==> src/inc/cmp_timer_pkg.sv <==
// constants for the dual-mode compare timer
// assumes a 32-bit ahb-lite slave port with one register per aligned word
package cmp_timer_pkg;
    // ========================================
    // register byte offsets
    localparam logic [7:0] OFF_CTRL = 8'h00;
    localparam logic [7:0] OFF_STAT = 8'h04;
    localparam logic [7:0] OFF_CNT_H = 8'h08;
    localparam logic [7:0] OFF_CNT_L = 8'h0C;
    localparam logic [7:0] OFF_CMP_H = 8'h10;
    localparam logic [7:0] OFF_CMP_L = 8'h14;
    localparam logic [7:0] OFF_MISC = 8'h18;
    // ========================================
    // reset values
    localparam logic [15:0] CNT_RST = 16'h0000;
    localparam logic [15:0] CMP_RST = 16'hFFFF;
    localparam logic [7:0] CTRL_RST = 8'h00;
    localparam logic [7:0] STAT_RST = 8'h00;
    localparam logic [7:0] MISC_RST = 8'h00;
    // ========================================
    // control fields
    localparam int CTRL_LVL_H = 7;
    localparam int CTRL_SEL_H = 4;
    localparam int CTRL_LVL_L = 3;
    localparam int CTRL_SEL_L = 0;
    localparam int SEL_MSB = 2;
    // ========================================
    // control/status fields
    localparam int STAT_OVF_H = 7;
    localparam int STAT_CMF_H = 6;
    localparam int STAT_OVIE_H = 5;
    localparam int STAT_CCLR_H = 4;
    localparam int STAT_OVF_L = 3;
    localparam int STAT_CMF_L = 2;
    localparam int STAT_OVIE_L = 1;
    localparam int STAT_CCLR_L = 0;
    // ========================================
    // misc register fields
    localparam int MISC_IEN_H = 0;
    localparam int MISC_IEN_L = 1;
    localparam int MISC_EDGE = 2;
    localparam int MISC_SUBMODE = 3;
    // ========================================
    // clock sources and prescaler masks
    typedef enum logic [1:0] {
        SRC_DIV32, SRC_DIV16, SRC_DIV4, SRC_SUB4
    } clk_src_t;
    localparam int PRESC_W = 5;
    localparam logic [4:0] MASK_DIV32 = 5'h1F;
    localparam logic [4:0] MASK_DIV16 = 5'h0F;
    localparam logic [4:0] MASK_DIV4 = 5'h03;
    localparam logic [1:0] MASK_SUB4 = 2'h3;
    // ========================================
    // bus codes and the all-ones byte
    localparam logic [2:0] HSIZE_WORD = 3'h2;
    localparam logic [7:0] BYTE_ONES = 8'hFF;
endpackage : cmp_timer_pkg

==> src/design/cmp_timer.sv <==
// dual-mode compare timer: 16-bit counter or two 8-bit counters
// assumes a single ahb-lite master, word transfers, async pins for the
// event input and the sub-clock
`timescale 1ns/10ps
module cmp_timer (
    input wire logic mclk_in,
    input wire logic srst_in,
    input wire logic hsel_in,
    input wire logic [7:0] haddr_in,
    input wire logic [1:0] htrans_in,
    input wire logic hwrite_in,
    input wire logic [2:0] hsize_in,
    input wire logic [31:0] hwdata_in,
    input wire logic hready_in,
    output logic [31:0] hrdata_out,
    output logic hreadyout_out,
    output logic hresp_out,
    input wire logic event_count_input_in,
    input wire logic subclk_in,
    output logic toggle_out_upper_out,
    output logic toggle_out_lower_out,
    output logic irq_upper_out,
    output logic irq_lower_out
);
    import cmp_timer_pkg::*;

    // ========================================
    // ahb-lite slave
    logic rd_pend_q;
    logic wr_pend_q;
    logic [7:0] addr_q;
    logic [31:0] hrdata_q;
    logic accept;
    logic [7:0] wd;

    assign hreadyout_out = !rd_pend_q;
    assign hresp_out = 1'b0;
    assign hrdata_out = hrdata_q;
    assign wd = hwdata_in[7:0];
    assign accept = hsel_in && htrans_in[1] && hready_in &&
                    (hsize_in == HSIZE_WORD);

    always_ff @(posedge mclk_in) begin
        if (srst_in) begin
            rd_pend_q <= 1'b0;
            wr_pend_q <= 1'b0;
            addr_q <= 8'h00;
        end else begin
            rd_pend_q <= accept && !hwrite_in;
            wr_pend_q <= accept && hwrite_in;
            if (accept) begin
                addr_q <= haddr_in;
            end
        end
    end

    logic wr_ctrl, wr_stat, wr_misc;
    logic wr_cnt_h, wr_cnt_l, wr_cmp_h, wr_cmp_l;
    logic rd_stat, rd_cnt_h;
    assign wr_ctrl = wr_pend_q && (addr_q == OFF_CTRL);
    assign wr_stat = wr_pend_q && (addr_q == OFF_STAT);
    assign wr_misc = wr_pend_q && (addr_q == OFF_MISC);
    assign wr_cnt_h = wr_pend_q && (addr_q == OFF_CNT_H);
    assign wr_cnt_l = wr_pend_q && (addr_q == OFF_CNT_L);
    assign wr_cmp_h = wr_pend_q && (addr_q == OFF_CMP_H);
    assign wr_cmp_l = wr_pend_q && (addr_q == OFF_CMP_L);
    assign rd_stat = rd_pend_q && (addr_q == OFF_STAT);
    assign rd_cnt_h = rd_pend_q && (addr_q == OFF_CNT_H);

    // ========================================
    // registers
    logic [7:0] ctrl_q;
    logic [3:0] sctl_q;
    logic [3:0] flag_q;
    logic [3:0] armed_q;
    logic [7:0] misc_q;
    logic [15:0] cnt_q;
    logic [15:0] cnt_d;
    logic [15:0] cmp_q;
    logic [15:0] cmp_d;
    logic [7:0] temp_q;
    logic mode8;
    logic [2:0] sel_h, sel_l;
    logic [7:0] stat_rd;

    assign mode8 = ctrl_q[CTRL_SEL_H + SEL_MSB];
    assign sel_h = ctrl_q[CTRL_SEL_H +: 3];
    assign sel_l = ctrl_q[CTRL_SEL_L +: 3];
    assign stat_rd = {flag_q[3], flag_q[2], sctl_q[3:2],
                      flag_q[1], flag_q[0], sctl_q[1:0]};

    always_ff @(posedge mclk_in) begin
        if (srst_in) begin
            ctrl_q <= CTRL_RST;
            misc_q <= MISC_RST;
            sctl_q <= 4'h0;
        end else begin
            if (wr_ctrl) begin
                ctrl_q <= wd;
            end
            if (wr_misc) begin
                misc_q <= {4'h0, wd[3:0]};
            end
            if (wr_stat) begin
                sctl_q <= {wd[STAT_OVIE_H], wd[STAT_CCLR_H],
                           wd[STAT_OVIE_L], wd[STAT_CCLR_L]};
            end
        end
    end

    // read data, with the temporary byte for 16-bit counter reads
    always_ff @(posedge mclk_in) begin
        if (srst_in) begin
            hrdata_q <= 32'h0000_0000;
        end else if (rd_pend_q) begin
            case (addr_q)
                OFF_CTRL: hrdata_q <= {24'h0, ctrl_q};
                OFF_STAT: hrdata_q <= {24'h0, stat_rd};
                OFF_CNT_H: hrdata_q <= {24'h0, cnt_q[15:8]};
                OFF_CNT_L: hrdata_q <= {24'h0,
                                        mode8 ? cnt_q[7:0] : temp_q};
                OFF_CMP_H: hrdata_q <= {24'h0, cmp_q[15:8]};
                OFF_CMP_L: hrdata_q <= {24'h0, cmp_q[7:0]};
                OFF_MISC: hrdata_q <= {24'h0, misc_q};
                default: hrdata_q <= 32'h0000_0000;
            endcase
        end
    end

    always_ff @(posedge mclk_in) begin
        if (srst_in) begin
            temp_q <= 8'h00;
        end else if (!mode8 && (wr_cnt_h || wr_cmp_h)) begin
            temp_q <= wd;
        end else if (!mode8 && rd_cnt_h) begin
            temp_q <= cnt_q[7:0];
        end
    end

    // ========================================
    // clock sources
    logic [PRESC_W-1:0] presc_q;
    logic en32, en16, en4;
    logic sub_s1_q, sub_s2_q, sub_prev_q;
    logic [1:0] subdiv_q;
    logic en_sub4;
    logic ev_s1_q, ev_s2_q, ev_prev_q;
    logic ev_tick;

    assign en32 = (presc_q & MASK_DIV32) == MASK_DIV32;
    assign en16 = (presc_q & MASK_DIV16) == MASK_DIV16;
    assign en4 = (presc_q & MASK_DIV4) == MASK_DIV4;
    assign en_sub4 = sub_s2_q && !sub_prev_q && (subdiv_q == MASK_SUB4);
    assign ev_tick = misc_q[MISC_EDGE] ? (ev_s2_q && !ev_prev_q)
                                       : (!ev_s2_q && ev_prev_q);

    always_ff @(posedge mclk_in) begin
        if (srst_in) begin
            presc_q <= '0;
        end else begin
            presc_q <= presc_q + 1'b1;
        end
    end

    always_ff @(posedge mclk_in) begin
        if (srst_in) begin
            sub_s1_q <= 1'b0;
            sub_s2_q <= 1'b0;
            sub_prev_q <= 1'b0;
            subdiv_q <= 2'h0;
        end else begin
            sub_s1_q <= subclk_in;
            sub_s2_q <= sub_s1_q;
            sub_prev_q <= sub_s2_q;
            if (sub_s2_q && !sub_prev_q) begin
                subdiv_q <= subdiv_q + 1'b1;
            end
        end
    end

    always_ff @(posedge mclk_in) begin
        if (srst_in) begin
            ev_s1_q <= 1'b0;
            ev_s2_q <= 1'b0;
            ev_prev_q <= 1'b0;
        end else begin
            ev_s1_q <= event_count_input_in;
            ev_s2_q <= ev_s1_q;
            ev_prev_q <= ev_s2_q;
        end
    end

    // one count enable for a three-bit select field
    function automatic logic sel_tick(input logic [2:0] sel);
        logic t;
        t = 1'b0;
        if (misc_q[MISC_SUBMODE]) begin
            t = sel[SEL_MSB] && (clk_src_t'(sel[1:0]) == SRC_SUB4) &&
                en_sub4;
        end else if (!sel[SEL_MSB]) begin
            t = ev_tick;
        end else begin
            case (clk_src_t'(sel[1:0]))
                SRC_DIV32: t = en32;
                SRC_DIV16: t = en16;
                SRC_DIV4: t = en4;
                SRC_SUB4: t = en_sub4;
                default: t = 1'b0;
            endcase
        end
        return t;
    endfunction : sel_tick

    // ========================================
    // compare, wrap and counter
    logic tick_l, tick_h;
    logic match16, match_l, match_h;
    logic ovf16, ovf_l, ovf_h;
    logic clr_h, clr_l;

    // a process, not an assign, so the enables read inside the function
    // wake it up as well
    always_comb begin
        tick_l = sel_tick(sel_l);
        tick_h = mode8 && sel_tick(sel_h);
    end
    assign clr_h = sctl_q[2];
    assign clr_l = sctl_q[0];

    always_comb begin
        cmp_d = cmp_q;
        if (wr_cmp_h && mode8) begin
            cmp_d[15:8] = wd;
        end
        if (wr_cmp_l) begin
            cmp_d[7:0] = wd;
            if (!mode8) begin
                cmp_d[15:8] = temp_q;
            end
        end
    end

    // the written compare value is the one matched against
    assign match16 = !mode8 && tick_l && (cnt_q == cmp_d);
    assign match_l = tick_l && (cnt_q[7:0] == cmp_d[7:0]);
    assign match_h = tick_h && (cnt_q[15:8] == cmp_d[15:8]);
    assign ovf16 = !mode8 && tick_l && (cnt_q == 16'hFFFF) &&
                   !wr_cnt_l;
    assign ovf_l = tick_l && (cnt_q[7:0] == BYTE_ONES) &&
                   !wr_cnt_l;
    assign ovf_h = mode8 && tick_h && (cnt_q[15:8] == BYTE_ONES) &&
                   !wr_cnt_h;

    always_comb begin
        cnt_d = cnt_q;
        if (!mode8) begin
            if (wr_cnt_l) begin
                cnt_d = {temp_q, wd};
            end else if (tick_l) begin
                cnt_d = (match16 && clr_h) ? 16'h0000
                                           : cnt_q + 16'h0001;
            end
        end else begin
            if (wr_cnt_l) begin
                cnt_d[7:0] = wd;
            end else if (tick_l) begin
                cnt_d[7:0] = (match_l && clr_l) ? 8'h00
                                                : cnt_q[7:0] + 8'h01;
            end
            if (wr_cnt_h) begin
                cnt_d[15:8] = wd;
            end else if (tick_h) begin
                cnt_d[15:8] = (match_h && clr_h) ? 8'h00
                                                 : cnt_q[15:8] + 8'h01;
            end
        end
    end

    always_ff @(posedge mclk_in) begin
        if (srst_in) begin
            cnt_q <= CNT_RST;
            cmp_q <= CMP_RST;
        end else begin
            cnt_q <= cnt_d;
            cmp_q <= cmp_d;
        end
    end

    // ========================================
    // flags: set beats clear, clear needs a prior read of 1
    logic [3:0] flag_set;
    logic [3:0] flag_wd;
    assign flag_set = {ovf16 || ovf_h, match16 || match_h,
                       ovf_l, match_l};
    assign flag_wd = {wd[STAT_OVF_H], wd[STAT_CMF_H],
                      wd[STAT_OVF_L], wd[STAT_CMF_L]};

    genvar g;
    generate
        for (g = 0; g < 4; g++) begin : g_flag
            always_ff @(posedge mclk_in) begin
                if (srst_in) begin
                    flag_q[g] <= 1'b0;
                    armed_q[g] <= 1'b0;
                end else begin
                    if (flag_set[g]) begin
                        flag_q[g] <= 1'b1;
                    end else if (wr_stat && armed_q[g] && !flag_wd[g]) begin
                        flag_q[g] <= 1'b0;
                    end
                    if (rd_stat) begin
                        armed_q[g] <= flag_q[g];
                    end else if (wr_stat) begin
                        armed_q[g] <= 1'b0;
                    end
                end
            end
        end
    endgenerate

    assign irq_upper_out = misc_q[MISC_IEN_H] &&
        (flag_q[2] || (flag_q[3] && sctl_q[3]));
    assign irq_lower_out = misc_q[MISC_IEN_L] &&
        (flag_q[0] || (flag_q[1] && sctl_q[1]));

    // ========================================
    // toggle pins; in 16-bit mode the lower pin still toggles on each lower-byte match, except in a cycle with a control write
    logic pin_h_q, pin_l_q;
    assign toggle_out_upper_out = pin_h_q;
    assign toggle_out_lower_out = pin_l_q;

    always_ff @(posedge mclk_in) begin
        if (srst_in) begin
            pin_h_q <= 1'b0;
            pin_l_q <= 1'b0;
        end else if (wr_ctrl) begin
            pin_h_q <= wd[CTRL_LVL_H];
            pin_l_q <= wd[CTRL_LVL_L];
        end else begin
            if (match16 || match_h) begin
                pin_h_q <= !pin_h_q;
            end
            if (match_l) begin
                pin_l_q <= !pin_l_q;
            end
        end
    end
endmodule : cmp_timer

==> config.mk <==
export PLATFORM = sky130hd
export DESIGN_NAME = cmp_timer
export DESIGN_NICKNAME = d
export VERILOG_FILES = /design/src/inc/cmp_timer_pkg.sv /design/src/design/cmp_timer.sv
export SDC_FILE = /design/constraint.sdc
export NUM_CORES = 1
export LEC_CHECK = 0
export CAP_MARGIN = 20
export CORE_ASPECT_RATIO = 0.9
export CORE_MARGIN = 4
export CORE_UTILIZATION = 32
export CTS_CLUSTER_SIZE = 30
export DETAILED_ROUTE_END_ITERATION = 10
export DONT_BUFFER_PORTS = 1
export SLEW_MARGIN = 20
export SYNTH_ARGS = -nofsm -noshare
export SYNTH_HDL_FRONTEND = slang
export SYNTH_SLANG_ARGS = --single-unit
==> constraint.sdc <==
create_clock -name mclk_in -period 4.1 [get_ports mclk_in]
set_clock_uncertainty 0.2 [all_clocks]
set_input_delay 0.41 -clock mclk_in [delete_from_list [all_inputs] [get_ports mclk_in]]
set_output_delay 0.41 -clock mclk_in [all_outputs]
set_load 0.1 [all_outputs]
==> parameters.txt <==
Parameter                              Value

Run status
  Outcome    completed

Timing
  Number of slew-limit violations in the final report    0
  Final hold viol count    0
  Tightest Pin Transition    1.10 ns
  Setup repair after global routing missed its margin    false
  Fin crit period    about 3.8 ns
  Fmax    260 MHz
  Setup Viol. Count Final    0
  Share of the clock period used by the worst path    0.938
  Final setup slack of the worst path    ~0.25 ns
  Rel. slew slack    0.266
  Setup TNS    0 ns

Detailed routing
  Overall via count from detail_route    5283
  Drt first pass iters    5
  Post-route DRC violation count    0
  Detailed Route Iter0 Violations    between 700 and 800
  Per-cell via count in the routed design    5.83
  WL final    about 19 mm
  Final ANT Viol Nets    0
  Average wire length per cell after detail routing    roughly 20 um

Yosys
  Netlist area before placement    5520 um^2
  Library cells used by synthesis    slightly below 70
  Most area-consuming cells after synthesis    sky130_fd_sc_hd__dfxtp_1, sky130_fd_sc_hd__a21oi_1, sky130_fd_sc_hd__nor2_1
  Library cell with the largest summed area after synthesis    sky130_fd_sc_hd__dfxtp_1
  EDFF count, synth    0
  Avg Synthesized Cell Area    8.04 um^2
  Predominant post-synthesis flop cell    sky130_fd_sc_hd__dfxtp_1
  Post-synth top cells    sky130_fd_sc_hd__dfxtp_1, sky130_fd_sc_hd__nor2_1, sky130_fd_sc_hd__nand2_1
  Share of synthesized area occupied by flip-flops and latches    0.352
  Share of synthesized registers carrying an async set or reset    0
  Number of storage elements in the synthesis netlist    97
  Most common cell in the netlist    sky130_fd_sc_hd__dfxtp_1
  Gate Count Post-Synth    686
  Yosys top cell area share    0.352
  Ys Warns    0

Floorplan
  Chip Width    146 um
  Floorplan row count    45
  Core outline area    between 15000 and 20000 um^2
  Initial Utilization    0.327
  Ports    90
  Die area    about 19000 um^2
  Y dimension of the die    about 130 um

Worst setup path
  Top delay family on crit path    simple AND/OR/NAND/NOR gates
  Worst path slowest cell    sky130_fd_sc_hd__nor4_4
  Cells along the critical path    nor4b_2 -> nand4_1 -> or2_2 -> nand3_1 -> nand4_1 -> nor4_4 -> nand3_2 -> o21ai_0 -> o21ai_0 -> a32o_1
  Startpoint type of the worst setup path    register
  Arrival time at the worst endpoint    just under 4 ns
  Worst path bufs/invs    0
  Critical path class    reg2reg
  Crit Path Max Fanout    11
  Largest stage delay on the critical path    about 0.55 ns
  Setup crit end kind    register
  Required time at the endpoint of the critical path    between 4 and 5 ns

Clock tree
  Root buffer cell    sky130_fd_sc_hd__clkbuf_16
  Clock insertion delay at the later pin of the skew report    0.37 ns
  Post-CTS Setup Inserts    0
  Maximum buffer depth of the clock tree    2
  Number of levels the H-tree was split into    3
  Clock slew seen by the registers of the worst setup and hold paths    around 0.06 ns
  Number of instances resized during post-cts repair    0
  CTS tree    yes
  Number of buffers inserted during clock tree synthesis    9
  Number of sinks handled by clock tree synthesis    a little under 100

Global routing
  GR Overflow Total    0
  GR Layer Usage met1    0.270
  Maximum number of pins on one net before global-route repair    74
  Peak-usage layer in the global routing report    met2
  Global-route track usage on met3    0.0452
  First-pass GRT wire length    about 29 mm
  Number of antenna violations at the first check in global routing    0
  Met2 routing resource usage after global routing    0.274
  Via count of the first global-routing pass    around 4.9k
  GR Util All Layers    0.188

Place
  Final HPWL from detailed placement    12.5 mm
  Port Buffer Count    0
  Cell count after placement    just under 900
  DP Area    roughly 5700 um^2
  Post-placement worst setup slack    0.335 ns
  Global placer's final weighted congestion    0.932

Flow run
  Max capacitance violation total    0

Pwr
  Max rail drop VDD    between 0.00015 and 0.0002 V
  Total power density per cell area    around 320 nW/um^2
  Static Leak    2.33 nW

Cells and area
  Summed area of non-filler cells in the final layout    between 6000 and 7000 um^2
  Post-synthesis to final-layout area growth    11.8%
  Fraction of layout cells with a size suffix above 1    0.0849
  Final cell count without fillers    906
  Count of antenna diodes in the layout    0
  Total number of nets in the final design    between 700 and 800
  Fillers    roughly 1.7k

Min path
  Hold WC Path Type    in2reg
registers in the layout, indices dropped and copies added, names as in the netlist, 2 cells and up:
register / cells
ctrl_q: 8
flag_q: 4
hrdata_out: 8
temp_q: 8
addr_q: 8
cnt_q: 16
subdiv_q: 2
armed_q: 4
presc_q: 5
misc_q: 4
sctl_q: 4
cmp_q: 16
power breakdown:
group          internal [mW]  total, mW  switching (mW)
combinational         0.0304      0.176           0.145
clock                  0.489      0.872           0.383
sequential             0.949      0.955         0.00599
placed cells by master, fill, tap and decap left out, types with 10 or more instances in the layout:
master,synthesis,layout
sky130_fd_sc_hd__dfxtp_1,97,97
sky130_fd_sc_hd__nor2_1,66,66
sky130_fd_sc_hd__nand2_1,62,62
sky130_fd_sc_hd__a21oi_1,51,51
sky130_fd_sc_hd__nand3_1,37,37
sky130_fd_sc_hd__o21ai_0,29,29
sky130_fd_sc_hd__conb_1,1,25
sky130_fd_sc_hd__a22oi_1,21,21
sky130_fd_sc_hd__inv_1,19,19
sky130_fd_sc_hd__dlygate4sd3_1,0,19
sky130_fd_sc_hd__buf_4,25,19
sky130_fd_sc_hd__nand4_1,17,17
sky130_fd_sc_hd__a222oi_1,17,17
sky130_fd_sc_hd__mux2i_1,16,16
sky130_fd_sc_hd__and3_1,15,15
sky130_fd_sc_hd__nor2b_1,13,11
sky130_fd_sc_hd__xnor2_1,10,10
routing by layer:
metal,share of wire,vias to the layer above
met5,0,-
met4,0.030,0
met3,0.11,49
met2,0.42,308
met1,0.44,2438
li1,-,2488
cells by family (layout without fill, tap and decap cells):
family / count (synthesis) / after routing / share of synthesized area
XOR/XNOR: 17 / 17 / 0.0270
adder cells (fa/ha/maj): 5 / 5 / 0.0113
AND/OR/NAND/NOR: 269 / 269 / 0.257
buffers and inverters: 90 / 75 / 0.0805
AO/OA/AOI/OAI: 185 / 185 / 0.230
multiplexers: 22 / 22 / 0.0413
flip-flops: 97 / 97 / 0.352
other: 1 / 25 / 0.000680
stage by stage:
step                      hold WS (ns)  total power [mW]   util
after floorplan                  0.214              1.14      -
after global placement           0.218              1.12  0.335
after detailed placement         0.227              1.12  0.335
after CTS                    0.0000892              2.01  0.365
after global routing           0.00156              2.06  0.365
final                          0.00791              2.00  0.365
area by class of cell:
type | count | area (um^2) | area share
multi-input combinational | 523 | 3230 | 0.524
sequential | 97 | 1940 | 0.315
timing repair buffer | 39 | 360 | 0.0584
tap | 211 | 264 | 0.0428
clock buffer | 11 | 243 | 0.0393
inverter | 20 | 75.1 | 0.0122
clock inverter | 5 | 53.8 | 0.00872
worst paths after layout:
| check | start | to | slack, ns | cells after the start |
|---|---|---|---|---|
| max | addr_q[2]$_SDFFE_PP0P_ | cnt_q[9]$_SDFFE_PP0P_ | 0.25 | 10 |
| min | haddr_in[5] | addr_q[5]$_SDFFE_PP0P_ | 0.008 | 2 |
| max reg2reg | addr_q[2]$_SDFFE_PP0P_ | cnt_q[9]$_SDFFE_PP0P_ | 0.25 | 10 |
| min reg2reg | sub_s1_q$_SDFF_PP0_ | sub_s2_q$_SDFF_PP0_ | 0.24 | 1 |
what timing repair did:
item / 4_1_cts / 5_1_grt
endpoints found under the hold margin: 81 / 0
endpoints found under the setup margin: 0 / 0
hold buffers: 20 / 0
Power figures use the tool's default switching activity.
